## src/rtl/lqm_map.svh

```systemverilog
// Purpose: offsets, field positions, reset values and timing counts of the link quality monitor
// Assumes: 32-bit classic wishbone, byte address = 4 * register index
// Notes:   constants only
// Behaviour
// A frequency-control violation with its restart control set resets the receive DSP and restarts adaptation.
// A frequency-offset violation with its restart control set resets the receive DSP and restarts adaptation.
// A baseline-wander violation with its restart control set resets the receive DSP and restarts adaptation.
// A digital-gain violation with its restart control set resets the receive DSP and restarts adaptation.
// An equalizer-coefficient violation with its restart control set resets the receive DSP and restarts adaptation.
// A restart taken while the signal-detect option is zero also drops the reported link status.
// Frequency-control high and low warnings sit at bits 9 and 8.
// Frequency-offset high and low warnings sit at bits 7 and 6.
// Baseline-wander high and low warnings sit at bits 5 and 4.
// Digital-gain high and low warnings sit at bits 3 and 2.
// Equalizer-coefficient high and low warnings sit at bits 1 and 0.
// Warnings are read-only, reset to zero and clear when the monitor register is read.
// Threshold writes are ignored while the device is powered down.
// The monitor works only while enabled and a valid 100 Mb link exists.
// A violation raises an interrupt if enabled, and a monitor register read re-arms it.
// A violation in the cycle of the clearing read keeps its warning bit set.
`ifndef LQM_MAP_SVH
`define LQM_MAP_SVH

// ----------------------------------------
// register indices
// ----------------------------------------
`define LQM_IDX_CTRL      6'h1d
`define LQM_IDX_THR_BASE  6'h20
`define LQM_IDX_INT_STAT  6'h2a
`define LQM_IDX_INT_MASK  6'h2b
`define LQM_IDX_CONFIG    6'h2c

// ----------------------------------------
// fields
// ----------------------------------------
`define LQM_BIT_ENABLE    15
`define LQM_RESTART_LSB   10
`define LQM_WARN_MSB      9
`define LQM_BIT_SD_OPT    8
`define LQM_BIT_INT_EVT   0
`define LQM_NUM_PARAMS    5

// ----------------------------------------
// reset values
// ----------------------------------------
`define LQM_THR_HI_RST    16'h7fff
`define LQM_THR_LO_RST    16'h8000
`define LQM_CTRL_RST      6'h00

// ----------------------------------------
// timing
// ----------------------------------------
`define LQM_CLK_MHZ       50
`define LQM_RESTART_NS    1000
`define LQM_RESTART_CYC   (((`LQM_RESTART_NS * `LQM_CLK_MHZ) + 999) / 1000)

`endif

```

## src/rtl/lqm_pkg.sv

```systemverilog
// Purpose: types shared by the link quality monitor modules
// Assumes: nothing
// Notes:   constants live in lqm_map.svh
package lqm_pkg;

    typedef struct packed {
        logic [15:0] hi;
        logic [15:0] lo;
    } lqm_thr_t;

    typedef struct packed {
        logic hi;
        logic lo;
    } lqm_flag_t;

    typedef enum logic [0:0] {
        LQM_RS_IDLE   = 1'b0,
        LQM_RS_ACTIVE = 1'b1
    } lqm_rs_state_t;

endpackage : lqm_pkg

```

## src/rtl/lqm_cmp.sv

```systemverilog
// Purpose: compares one adapted parameter against its high and low thresholds
// Assumes: parameter and thresholds are signed, same clock
// Notes:   rise pulses once per new violation so a held fault restarts only once
`timescale 1ns/1ns
`default_nettype none
module lqm_cmp (
    input  wire logic             clk_sys_in,    // system clock
    input  wire logic             rst_in,        // async reset, active high
    input  wire logic             active_in,     // monitor enabled with 100 Mb link
    input  wire logic [15:0]      param_in,      // adapted parameter value
    input  wire lqm_pkg::lqm_thr_t thr_in,       // thresholds
    output var lqm_pkg::lqm_flag_t flag_out,     // registered violation levels
    output logic                  rise_out       // pulse on a new violation
);
    lqm_pkg::lqm_flag_t next_flag;

    always_comb begin
        next_flag.hi = active_in && ($signed(param_in) > $signed(thr_in.hi));
        next_flag.lo = active_in && ($signed(param_in) < $signed(thr_in.lo));
    end

    always_ff @(posedge clk_sys_in or posedge rst_in) begin
        if (rst_in) begin
            flag_out <= '0;
        end else begin
            flag_out <= next_flag;
        end
    end

    always_ff @(posedge clk_sys_in or posedge rst_in) begin
        if (rst_in) begin
            rise_out <= 1'b0;
        end else begin
            rise_out <= |(next_flag & ~flag_out);
        end
    end
endmodule : lqm_cmp
`default_nettype wire

```

## src/rtl/lqm_restart.sv

```systemverilog
// Purpose: stretches a restart request into a DSP reset pulse and optional link drop
// Assumes: trigger is a one-cycle pulse
// Notes:   triggers during an active pulse are absorbed by it
`include "lqm_map.svh"
`timescale 1ns/1ns
`default_nettype none
module lqm_restart (
    input  wire logic clk_sys_in,     // system clock
    input  wire logic rst_in,         // async reset, active high
    input  wire logic trigger_in,     // restart request pulse
    input  wire logic signal_detect_option_in,   // signal-detect option
    output logic      dsp_reset_out,  // DSP reset and adaptation restart
    output logic      link_drop_out   // link status drop
);
    localparam logic [7:0] PULSE_CYC = 8'(`LQM_RESTART_CYC);

    lqm_pkg::lqm_rs_state_t state;
    logic [7:0]             count;

    always_ff @(posedge clk_sys_in or posedge rst_in) begin
        if (rst_in) begin
            state <= lqm_pkg::LQM_RS_IDLE;
            count <= 8'h00;
        end else begin
            unique case (state)
                lqm_pkg::LQM_RS_IDLE: begin
                    if (trigger_in) begin
                        state <= lqm_pkg::LQM_RS_ACTIVE;
                        count <= PULSE_CYC - 8'h01;
                    end
                end
                lqm_pkg::LQM_RS_ACTIVE: begin
                    if (count == 8'h00) begin
                        state <= lqm_pkg::LQM_RS_IDLE;
                    end else begin
                        count <= count - 8'h01;
                    end
                end
            endcase
        end
    end

    always_ff @(posedge clk_sys_in or posedge rst_in) begin
        if (rst_in) begin
            link_drop_out <= 1'b0;
        end else if (state == lqm_pkg::LQM_RS_IDLE) begin
            link_drop_out <= trigger_in && !signal_detect_option_in;
        end else if (count == 8'h00) begin
            // drop ends at the same edge as the DSP pulse
            link_drop_out <= 1'b0;
        end
    end

    assign dsp_reset_out = (state == lqm_pkg::LQM_RS_ACTIVE);
endmodule : lqm_restart
`default_nettype wire

```

## src/rtl/lqm_top.sv

```systemverilog
// Purpose: link quality monitor warnings, auto-restart and register file
// Assumes: parameters, link and power-down inputs come from logic on clk_sys_in
// Notes:   classic wishbone slave, one wait state, unmapped reads give zero
//
// Decided for this implementation: the Wishbone interface to the registers.
`include "lqm_map.svh"
`timescale 1ns/1ns
`default_nettype none
module lqm_top (
    input  wire logic        clk_sys_in,       // system clock, 50 MHz
    input  wire logic        rst_in,           // async reset, active high
    input  wire logic        wb_cyc_in,        // wishbone cycle
    input  wire logic        wb_stb_in,        // wishbone strobe
    input  wire logic        wb_we_in,         // wishbone write
    input  wire logic [7:0]  wb_adr_in,        // wishbone byte address
    input  wire logic [3:0]  wb_sel_in,        // wishbone byte enables
    input  wire logic [31:0] wb_dat_in,        // wishbone write data
    output logic      [31:0] wb_dat_out,       // wishbone read data
    output logic             wb_ack_out,       // wishbone acknowledge
    input  wire logic [15:0] eq_coeff_in,      // equalizer coefficient one
    input  wire logic [15:0] gain_in,          // digital gain
    input  wire logic [15:0] baseline_in,      // baseline wander
    input  wire logic [15:0] offset_in,        // frequency offset
    input  wire logic [15:0] freq_ctrl_in,     // frequency control
    input  wire logic        link_100_up_in,   // valid 100 Mb link
    input  wire logic        power_down_in,    // device powered down
    output logic             dsp_reset_out,    // receive DSP reset, adaptation restart
    output logic             link_drop_out,    // force link status down
    output logic             irq_out           // interrupt, level
);
    localparam int NP = `LQM_NUM_PARAMS;

    // ----------------------------------------
    // helpers
    // ----------------------------------------
    function automatic logic [15:0] merge16(input logic [15:0] old_v, input logic [31:0] wr,
                                             input logic [3:0] sel);
        merge16 = {sel[1] ? wr[15:8] : old_v[15:8], sel[0] ? wr[7:0] : old_v[7:0]};
    endfunction : merge16

    function automatic logic hit(input logic [5:0] idx, input logic [5:0] target);
        hit = (idx == target);
    endfunction : hit

    // ----------------------------------------
    // bus request
    // ----------------------------------------
    logic       req;
    logic       wr_req;
    logic       rd_req;
    logic [5:0] idx;

    assign req    = wb_cyc_in && wb_stb_in && !wb_ack_out;
    assign wr_req = req && wb_we_in;
    assign rd_req = req && !wb_we_in;
    assign idx    = wb_adr_in[7:2];

    // ----------------------------------------
    // control and configuration
    // ----------------------------------------
    logic            mon_enable;
    logic [NP-1:0]   restart_on;
    logic            signal_detect_option;
    logic            active;

    always_ff @(posedge clk_sys_in or posedge rst_in) begin
        if (rst_in) begin
            {mon_enable, restart_on} <= `LQM_CTRL_RST;
        end else if (wr_req && hit(idx, `LQM_IDX_CTRL) && wb_sel_in[1]) begin
            // warning bits below are read-only, so only the high byte matters
            {mon_enable, restart_on} <= wb_dat_in[`LQM_BIT_ENABLE:`LQM_RESTART_LSB];
        end
    end

    always_ff @(posedge clk_sys_in or posedge rst_in) begin
        if (rst_in) begin
            signal_detect_option <= 1'b0;
        end else if (wr_req && hit(idx, `LQM_IDX_CONFIG) && wb_sel_in[1]) begin
            signal_detect_option <= wb_dat_in[`LQM_BIT_SD_OPT];
        end
    end

    assign active = mon_enable && link_100_up_in;

    // ----------------------------------------
    // thresholds
    // ----------------------------------------
    lqm_pkg::lqm_thr_t thr [NP];

    always_ff @(posedge clk_sys_in or posedge rst_in) begin
        if (rst_in) begin
            for (int k = 0; k < NP; k++) begin
                thr[k].hi <= `LQM_THR_HI_RST;
                thr[k].lo <= `LQM_THR_LO_RST;
            end
        end else if (wr_req && !power_down_in) begin
            for (int k = 0; k < NP; k++) begin
                if (hit(idx, `LQM_IDX_THR_BASE + 6'(2 * k))) begin
                    thr[k].lo <= merge16(thr[k].lo, wb_dat_in, wb_sel_in);
                end
                if (hit(idx, `LQM_IDX_THR_BASE + 6'(2 * k + 1))) begin
                    thr[k].hi <= merge16(thr[k].hi, wb_dat_in, wb_sel_in);
                end
            end
        end
    end

    // ----------------------------------------
    // comparators
    // ----------------------------------------
    logic [NP-1:0][15:0]        params;
    lqm_pkg::lqm_flag_t [NP-1:0] flags;
    logic [NP-1:0]              rise;

    assign params = {freq_ctrl_in, offset_in, baseline_in, gain_in, eq_coeff_in};

    for (genvar g = 0; g < NP; g++) begin : g_cmp
        lqm_cmp u_cmp (
            .clk_sys_in (clk_sys_in),
            .rst_in     (rst_in),
            .active_in  (active),
            .param_in   (params[g]),
            .thr_in     (thr[g]),
            .flag_out   (flags[g]),
            .rise_out   (rise[g])
        );
    end

    // ----------------------------------------
    // warnings
    // ----------------------------------------
    logic [`LQM_WARN_MSB:0] warn;
    logic                   ctrl_read;

    assign ctrl_read = rd_req && hit(idx, `LQM_IDX_CTRL);

    // flags pack as {fc, offset, baseline, gain, eq} x {hi, lo}
    always_ff @(posedge clk_sys_in or posedge rst_in) begin
        if (rst_in) begin
            warn <= '0;
        end else begin
            // set beats the clearing read
            warn <= (ctrl_read ? '0 : warn) | flags;
        end
    end

    // ----------------------------------------
    // restart
    // ----------------------------------------
    logic restart_trigger;

    // index k of rise and restart_on name the same parameter
    assign restart_trigger = |(rise & restart_on);

    lqm_restart u_restart (
        .clk_sys_in    (clk_sys_in),
        .rst_in        (rst_in),
        .trigger_in    (restart_trigger),
        .signal_detect_option_in  (signal_detect_option),
        .dsp_reset_out (dsp_reset_out),
        .link_drop_out (link_drop_out)
    );

    // ----------------------------------------
    // interrupt
    // ----------------------------------------
    logic armed;
    logic int_stat;
    logic int_mask;
    logic int_event;

    // one event per arming keeps a chattering link from flooding software
    assign int_event = armed && (|rise);

    always_ff @(posedge clk_sys_in or posedge rst_in) begin
        if (rst_in) begin
            armed <= 1'b1;
        end else if (ctrl_read) begin
            armed <= 1'b1;
        end else if (int_event) begin
            armed <= 1'b0;
        end
    end

    always_ff @(posedge clk_sys_in or posedge rst_in) begin
        if (rst_in) begin
            int_stat <= 1'b0;
        end else if (int_event) begin
            int_stat <= 1'b1;
        end else if (wr_req && hit(idx, `LQM_IDX_INT_STAT) && wb_sel_in[0] && wb_dat_in[`LQM_BIT_INT_EVT]) begin
            int_stat <= 1'b0;
        end
    end

    always_ff @(posedge clk_sys_in or posedge rst_in) begin
        if (rst_in) begin
            int_mask <= 1'b0;
        end else if (wr_req && hit(idx, `LQM_IDX_INT_MASK) && wb_sel_in[0]) begin
            int_mask <= wb_dat_in[`LQM_BIT_INT_EVT];
        end
    end

    assign irq_out = int_stat && int_mask;

    // ----------------------------------------
    // read data and acknowledge
    // ----------------------------------------
    logic [15:0] rd_mux;

    always_comb begin
        rd_mux = 16'h0000;
        if (hit(idx, `LQM_IDX_CTRL)) begin
            rd_mux = {mon_enable, restart_on, warn};
        end else if (hit(idx, `LQM_IDX_INT_STAT)) begin
            rd_mux = {15'h0000, int_stat};
        end else if (hit(idx, `LQM_IDX_INT_MASK)) begin
            rd_mux = {15'h0000, int_mask};
        end else if (hit(idx, `LQM_IDX_CONFIG)) begin
            rd_mux = {7'h00, signal_detect_option, 8'h00};
        end else begin
            for (int k = 0; k < NP; k++) begin
                if (hit(idx, `LQM_IDX_THR_BASE + 6'(2 * k))) begin
                    rd_mux = thr[k].lo;
                end
                if (hit(idx, `LQM_IDX_THR_BASE + 6'(2 * k + 1))) begin
                    rd_mux = thr[k].hi;
                end
            end
        end
    end

    always_ff @(posedge clk_sys_in or posedge rst_in) begin
        if (rst_in) begin
            wb_ack_out <= 1'b0;
        end else begin
            wb_ack_out <= req;
        end
    end

    always_ff @(posedge clk_sys_in or posedge rst_in) begin
        if (rst_in) begin
            wb_dat_out <= 32'h0000_0000;
        end else if (rd_req) begin
            wb_dat_out <= {16'h0000, rd_mux};
        end
    end
endmodule : lqm_top
`default_nettype wire

```

## config.mk

```make
export PLATFORM = sky130hd
export DESIGN_NAME = lqm_top
export DESIGN_NICKNAME = d
export VERILOG_FILES = /design/src/rtl/lqm_pkg.sv /design/src/rtl/lqm_cmp.sv /design/src/rtl/lqm_restart.sv /design/src/rtl/lqm_top.sv
export VERILOG_INCLUDE_DIRS = /design/src /design/src/rtl
export SDC_FILE = /design/constraint.sdc
export NUM_CORES = 1
export LEC_CHECK = 0
export ABC_AREA = 1
export BUFFER_PORTS_ARGS = -buffer_cell sky130_fd_sc_hd__buf_2
export CORE_ASPECT_RATIO = 1.1
export CORE_UTILIZATION = 50
export DETAILED_ROUTE_END_ITERATION = 10
export MAX_ROUTING_LAYER = met4
export PLACE_DENSITY = 0.7
export SLEW_MARGIN = 15
export SYNTH_ARGS = -nofsm -noshare
export SYNTH_HDL_FRONTEND = slang
export SYNTH_SLANG_ARGS = --single-unit
```

## constraint.sdc

```tcl
create_clock -name clk_sys_in -period 10.7 [get_ports clk_sys_in]
set_clock_uncertainty 0.15 [all_clocks]
set_input_delay 2.14 -clock clk_sys_in [delete_from_list [all_inputs] [get_ports clk_sys_in]]
set_output_delay 2.14 -clock clk_sys_in [all_outputs]
set_load 0.03 [all_outputs]
```

==> results_dict.tcl, run 1 <==
set metrics [dict create \
    avgSynthCellArea_um2 7.69 \
    ios 167 \
    grt_pass1_vias 11774 \
    die_h_um 177 \
    yosys.area_share.xor_xnor_pct 0 \
    cts_max_level 1 \
    crit_path_max_incr_delay_ns 0.82 \
    fillerInstances 2527 \
    vias 12381 \
    grt_use_met3_pct 4.99 \
    grt_pass1_wl_um 61700 \
    tightest_slew_ns 1.05 \
    clockRootBuffer "clkbuf_16" \
    hp-start "g_cmp[2].u_cmp.flag_out[0]$_DFF_PP0_" \
    rsz0062_at_grt "no" \
    core.rowCount 63 \
    cp_data_arrival_time_ns 4.63 \
    required_ns 11.01 \
    period_needed_ns 4.32 \
    core-area_mm2 0.0272 \
    crit_fanout 12 \
    synthMuxAreaShare_pct 0 \
    ys_seq_area_share_pct 40.6 \
    routed_wl_um 39300 \
    met1_usage_pct 36.2 \
    cts_setup_buffers 0 \
    synthCells 1811 \
    synth_edf_count 0 \
    drive_gt1_share_pct 14.4 \
    yosys.area.top_type "dfrtp_1" \
    r2r_cells 9 \
    antenna_found_initial 4 \
    syn_area_mm2 0.0139 \
    cts_sinks 222 \
    use_met2_pct 46.7 \
    path_cells "buf_2 > inv_2 > nor2_4 > nand2_1 > nor2_1 > inv_2 > o21ai_0 > inv_1 > nand4_1 > nand2_1 > nand3_1 > nand2_1 > nand2_1" \
    slew-limit-headroom_pct 30.0 \
    synth_top_family_by_area "simple AND/OR/NAND/NOR gates" \
    crit_path_top_delay_cell "nor2_1" \
    power.density_mw_per_mm2 131 \
    numCtsBuffers 25 \
    synth.distinct_cells 41 \
    finalSetupViolations 0 \
    drt_iter0_drc 1067 \
    crit_type "input port to flop" \
    drc 0 \
    synth.top_cell.area_share_pct 25.3 \
    clock_path_buffers 3 \
    regArea_mm2 0.00566 \
    hold_buffers 0 \
    hpwl_um 30100 \
    endpoint_kind "flop" \
    report.final.slew_viol_count 0 \
    finalWorstSetupSlack_ns 6.38 \
    dp_slack_ns 5.90 \
    fin_nets 2211 \
    setup_tns_ns 0 \
    hold_class "flop to flop" \
    rr_startpoint "thr[94]$_DFFE_PP1P_" \
    overflow 0 \
    ys_warn_count 0 \
    wl_per_cell_um 17.1 \
    ys_seq_elements 222 \
    firstDrtPassIters 6 \
    crit_top_cell "nand2_1" \
    ys.flop_type "dfrtp_1" \
    yosys-top-cells-count "496 x nand2_1, 277 x inv_1, 225 x o21ai_0, 156 x ha_1, 141 x dfrtp_1" \
    die_w_um 161 \
    grt_util_all_layers_pct 28.8 \
    port-buffer-count 130 \
    endpoint "wb_dat_out[2]$_DFFE_PP0P_" \
    multi_input_area_mm2 0.00698 \
    yosys.area_share.adder_pct 14.0 \
    worstSkewPairLatency_ns 0.52 \
    gp_congestion 0.928 \
    ys_async_sr_fraction_pct 100 \
    synth_compound_area_share_pct 15.2 \
    ir_drop_v 0.000105 \
    synth-simple-area-share_pct 20.4 \
    synth_most_common_cell "nand2_1" \
    vias_per_cell 5.38 \
    grt_max_degree 143 \
    hold_viol 0 \
    clock.fmax_ghz 0.231 \
    post-route-util_pct 58.0 \
    cts_tree "built" \
    crit_path_start "wb_adr_in[7]" \
    cts.clk_slew.worst_paths_ns 0.06 \
    r2r_slack_ns 7.65 \
    grt-busiest-layer "met2" \
    cts_resized 0 \
    synth_area_leaders "dfrtp_1 25%, dfstp_2 15%, ha_1 14%" \
    status "finished, final reports clean" \
    rr_endpoint "g_cmp[2].u_cmp.rise_out$_DFF_PP0_" \
    start_util_pct 51.2 \
    area_delta_synth_final_pct 13.2 \
    worst_setup_path_start_kind "input port" \
    leakage_nw 7.19 \
    ant_nets 0 \
    drv_cap 0 \
    fin_crit_sh_pct 40.4 \
    fp.dieArea_mm2 0.0285 \
]
## flip-flops by register name (all words and copies together), names as in the netlist
signal                   cells
wb_ack_out                   1
u_restart.dsp_reset_out      1
u_restart.link_drop_out      1
int_stat                     1
int_mask                     1
g_cmp.u_cmp.rise_out         5
restart_on                   5
mon_enable                   1
signal_detect_option         1
u_restart.count              8
thr                        160
warn                        10
g_cmp.u_cmp.flag_out        10
wb_dat_out                  16
armed                        1
## cells in the final DEF, fill, tap and decap left out, types with 3 or more instances in the layout
master / netlist / routed
a21oi_1: 126 / 126
a31oi_1: 3 / 3
buf_2: 11 / 130
buf_4: 16 / 3
bufinv_16: 0 / 6
clkbuf_1: 34 / 3
clkbuf_16: 0 / 25
clkbuf_8: 0 / 6
conb_1: 1 / 16
dfrtp_1: 141 / 141
dfstp_2: 81 / 81
diode_2: 0 / 4
ha_1: 156 / 156
inv_1: 277 / 276
inv_2: 3 / 3
nand2_1: 496 / 496
nand3_1: 44 / 44
nand3b_1: 8 / 8
nand4_1: 27 / 27
nor2_1: 69 / 68
nor2_2: 4 / 5
nor2_4: 3 / 3
nor3_1: 16 / 16
nor4_1: 5 / 5
o211ai_1: 4 / 4
o21a_1: 7 / 7
o21ai_0: 225 / 225
o21ai_1: 17 / 17
o22ai_1: 9 / 9
o31ai_1: 7 / 7
## how the worst min path moves through the flow
stage,to,cells past startpoint
global route,u_restart.count[0]$_DFFE_PP0P_,1
CTS,warn[4]$_DFF_PP0_,2
global placement,warn[0]$_DFF_PP0_,2
floorplan,warn[0]$_DFF_PP0_,2
detailed placement,warn[8]$_DFF_PP0_,2
finish,warn[4]$_DFF_PP0_,2
## routing by layer
metal	wire (um)	part of all wire, %
met5	0	0
met4	1320	3.4
met3	2670	6.8
met2	18500	47
met1	16800	43
## critical path, delay by kind of cell
kind                   cells  cell delay (ns)
AOI/OAI and AO/OA          1             0.24
buffers and inverters      4             0.54
and+or+nand+nor            8             1.70
## logic make-up after synthesis
kind of cell,Yosys count
adders and majority gates,156
other,1
buffers and inverters,343
DFF,222
AOI/OAI and AO/OA,405
and+or+nand+nor,684
## report_power, final
part | total [mW] | switching, mW | leakage (nW) | internal [mW]
Sequential | 0.877 | 0.0129 | 2.74 | 0.864
Clock | 0.973 | 0.357 | 0.452 | 0.615
Combinational | 0.220 | 0.147 | 4.00 | 0.0731
## final cells by class
type	instances	share of cell area, %
Antenna cell	4	0.0635
Clock buffer	34	4.56
Clock inverter	11	1.38
Inverter	281	6.74
Multi-Input combinational cell	1261	44.3
Sequential cell	222	35.9
Tap cell	357	2.83
Timing Repair Buffer	133	4.27
## stage by stage
| stage | hold WS [ns] | power [mW] | cell area, um^2 | instances |
|---|---|---|---|---|
| 4_1_cts | 0.308 | 2.08 | 15700 | 2299 |
| 5_1_grt | 0.334 | 2.15 | 15800 | 2303 |
| 6_report | 0.308 | 2.07 | 15800 | 2303 |
| 3_3_place_gp | 0.287 | 1.10 | 14800 | 2254 |
| 2_1_floorplan | 0.277 | 1.03 | 14000 | 1826 |
| 3_5_place_dp | 0.295 | 1.11 | 14800 | 2254 |
(Power assumes the default switching activity.)
==> inputs of run 2 (changes only) <==
--- a/config.mk
+++ b/config.mk
@@ -6,7 +6,7 @@
 export SDC_FILE = /design/constraint.sdc
 export NUM_CORES = 1
 export LEC_CHECK = 0
-export ABC_AREA = 1
+export ABC_AREA = 0
 export BUFFER_PORTS_ARGS = -buffer_cell sky130_fd_sc_hd__buf_2
 export CORE_ASPECT_RATIO = 1.1
 export CORE_UTILIZATION = 50
==> constraint.sdc (replaced) <==
create_clock -name clk_sys_in -period 4.5 [get_ports clk_sys_in]
set_clock_uncertainty 0.15 [all_clocks]
set_input_delay 0.9 -clock clk_sys_in [delete_from_list [all_inputs] [get_ports clk_sys_in]]
set_output_delay 0.9 -clock clk_sys_in [all_outputs]
set_load 0.03 [all_outputs]
==> results_dict.tcl, run 2 <==
set metrics [dict create \
    worst_setup_path_start_kind "input port" \
    overflow 0 \
    core.rowCount 63 \
    ir_drop_v 0.000220 \
    fin_nets 1838 \
    syn_area_mm2 0.0139 \
    firstDrtPassIters 5 \
    finalSetupViolations 0 \
    grt_pass1_wl_um 62000 \
    cts_resized 0 \
    synth_edf_count 0 \
    fp.dieArea_mm2 0.0285 \
    ys_warn_count 0 \
    wl_per_cell_um 20.8 \
    clockRootBuffer "clkbuf_16" \
    hold_class "input port to async pin" \
    yosys.area.top_type "dfrtp_1" \
    path_cells "buf_2 > nand2b_1 > nor4_2 > and2_0 > a22oi_1 > o31ai_1" \
    start_util_pct 51.2 \
    leakage_nw 7.66 \
    status "finished, final reports clean" \
    gp_congestion 1.00 \
    clock_path_buffers 3 \
    hold_viol 0 \
    vias 11356 \
    port-buffer-count 130 \
    grt_util_all_layers_pct 29.4 \
    place_area_mm2 0.0149 \
    drc 0 \
    die_w_um 161 \
    synth.distinct_cells 70 \
    crit_path_max_incr_delay_ns 0.82 \
    mostFrequentLayoutCell "inv_1" \
    required_ns 4.77 \
    ant_nets 0 \
    cts_setup_buffers 0 \
    rr_startpoint "thr[79]$_DFFE_PP1P_" \
    hpwl_um 31500 \
    cts_sinks 222 \
    synthCells 1437 \
    slew-limit-headroom_pct 37.1 \
    yosys-top-cells-count "167 x inv_1, 158 x o21ai_0, 156 x ha_1, 146 x nand2_1, 141 x dfrtp_1" \
    synth.top_cell.area_share_pct 25.3 \
    drive_gt1_share_pct 24.3 \
    synth_area_leaders "dfrtp_1 25%, dfstp_2 15%, ha_1 14%" \
    antenna_found_initial 4 \
    vias_per_cell 5.88 \
    top_regs "thr (160), wb_dat_out (16)" \
    endpoint_kind "flop" \
    tightest_slew_ns 0.938 \
    report.final.slew_viol_count 0 \
    cts_tree "built" \
    ios 167 \
    synth_most_common_cell "inv_1" \
    ys_seq_elements 222 \
    grt_max_degree 86 \
    setup_tns_ns 0 \
    drt_iter0_drc 723 \
    core-area_mm2 0.0272 \
    ys.flop_type "dfrtp_1" \
    crit_path_start "wb_adr_in[2]" \
    die_h_um 177 \
    clock.fmax_ghz 0.314 \
    ys_seq_area_share_pct 40.6 \
    largest_reg_flops 160 \
    numCtsBuffers 25 \
    routed_wl_um 40100 \
    cp_data_arrival_time_ns 3.46 \
    avgSynthCellArea_um2 9.69 \
    period_needed_ns 3.19 \
    grt_pass1_vias 11271 \
    finalNonFillerCells 1930 \
    crit_fanout 20 \
    rsz0062_at_grt "no" \
    dp.cells 1880 \
    ys_async_sr_fraction_pct 100 \
    area_delta_synth_final_pct 13.3 \
    hold_buffers 0 \
    final_area_mm2 0.0158 \
    power.density_mw_per_mm2 310 \
    cts_max_level 1 \
    worstSkewPairLatency_ns 0.52 \
    cts.clk_slew.worst_paths_ns 0.06 \
    fin_crit_sh_pct 70.8 \
    crit_type "input port to flop" \
    crit_path_top_delay_cell "and2_0" \
    drv_cap 0 \
    final_cell_mix "166 x inv_1, 158 x o21ai_0, 156 x ha_1, 146 x nand2_1, 141 x dfrtp_1" \
    regMostFlops "thr" \
]
-- run 2: critical path: cells and delay by family --
family          cells  cell delay [ns]
compound gates      2             0.31
buf+inv             1             0.41
simple gates        3             1.83
-- run 2: area by class of cell --
type | count | area [um^2]
antenna | 4 | 10.0
clock buffer | 38 | 744
clock inverter | 7 | 138
fill | 2384 | 11400
inverter | 167 | 631
multi-input combinational | 988 | 7330
sequential | 222 | 5660
tap | 357 | 447
timing repair buffer | 147 | 816
-- run 2: path summary, 6_finish.rpt --
| kind | to | slack, ns | cells past startpoint |
|---|---|---|---|
| worst max-delay path | wb_dat_out[10]$_DFFE_PP0P_ | 1.31 | 6 |
| worst min-delay path | u_restart.count[4]$_DFFE_PP0P_ | 0.24 | 2 |
| worst max register to register | g_cmp[2].u_cmp.rise_out$_DFF_PP0_ | 1.89 | 8 |
| worst min register to register | u_restart.count[0]$_DFFE_PP0P_ | 0.32 | 1 |
| max in group asynchronous | thr[149]$_DFFE_PP1P_ | 2.87 | 4 |
| min in group clk_sys_in | u_restart.count[0]$_DFFE_PP0P_ | 0.32 | 1 |
-- run 2: report_power, final --
group | switching, mW | internal, mW | leakage (nW)
Sequential | 0.0417 | 2.07 | 2.59
Combinational | 0.374 | 0.206 | 4.63
Clock | 0.834 | 1.36 | 0.430
Total | 1.25 | 3.64 | 7.66
-- run 2: logic make-up (layout without fill, tap and decap cells) --
| kind of cell | count (synthesis) | in the layout | share of synthesized area [%] |
|---|---|---|---|
| compound gates | 388 | 388 | 17.0 |
| xor+xnor | 3 | 3 | 0.189 |
| fa+ha+maj | 156 | 156 | 14.0 |
| buf+inv | 242 | 359 | 7.23 |
| flops | 222 | 222 | 40.6 |
| mux | 107 | 107 | 9.67 |
| other cells | 1 | 20 | 0.0269 |
| simple gates | 318 | 318 | 11.2 |
-- run 2: per-stage QoR --
| stage | setup WS (ns) | utilization (%) | power [mW] | hold slack, ns |
|---|---|---|---|---|
| after floorplan | 0.620 | - | 2.49 | 0.270 |
| after global placement | 0.979 | 54.6 | 2.70 | 0.296 |
| after detailed placement | 0.844 | 54.6 | 2.72 | 0.305 |
| after CTS | 1.40 | 57.9 | 4.91 | 0.320 |
| after global routing | 1.21 | 58.0 | 5.05 | 0.263 |
| final | 1.31 | 58.0 | 4.89 | 0.245 |
-- run 2: routing by layer --
| metal | GRT usage, % | part of all wire (%) | wire [um] |
|---|---|---|---|
| met1 | 36.2 | 42 | 17000 |
| met2 | 49.5 | 48 | 19300 |
| met3 | 4.03 | 6.0 | 2410 |
| met4 | 10.7 | 3.5 | 1410 |
| met5 | - | 0 | 0 |
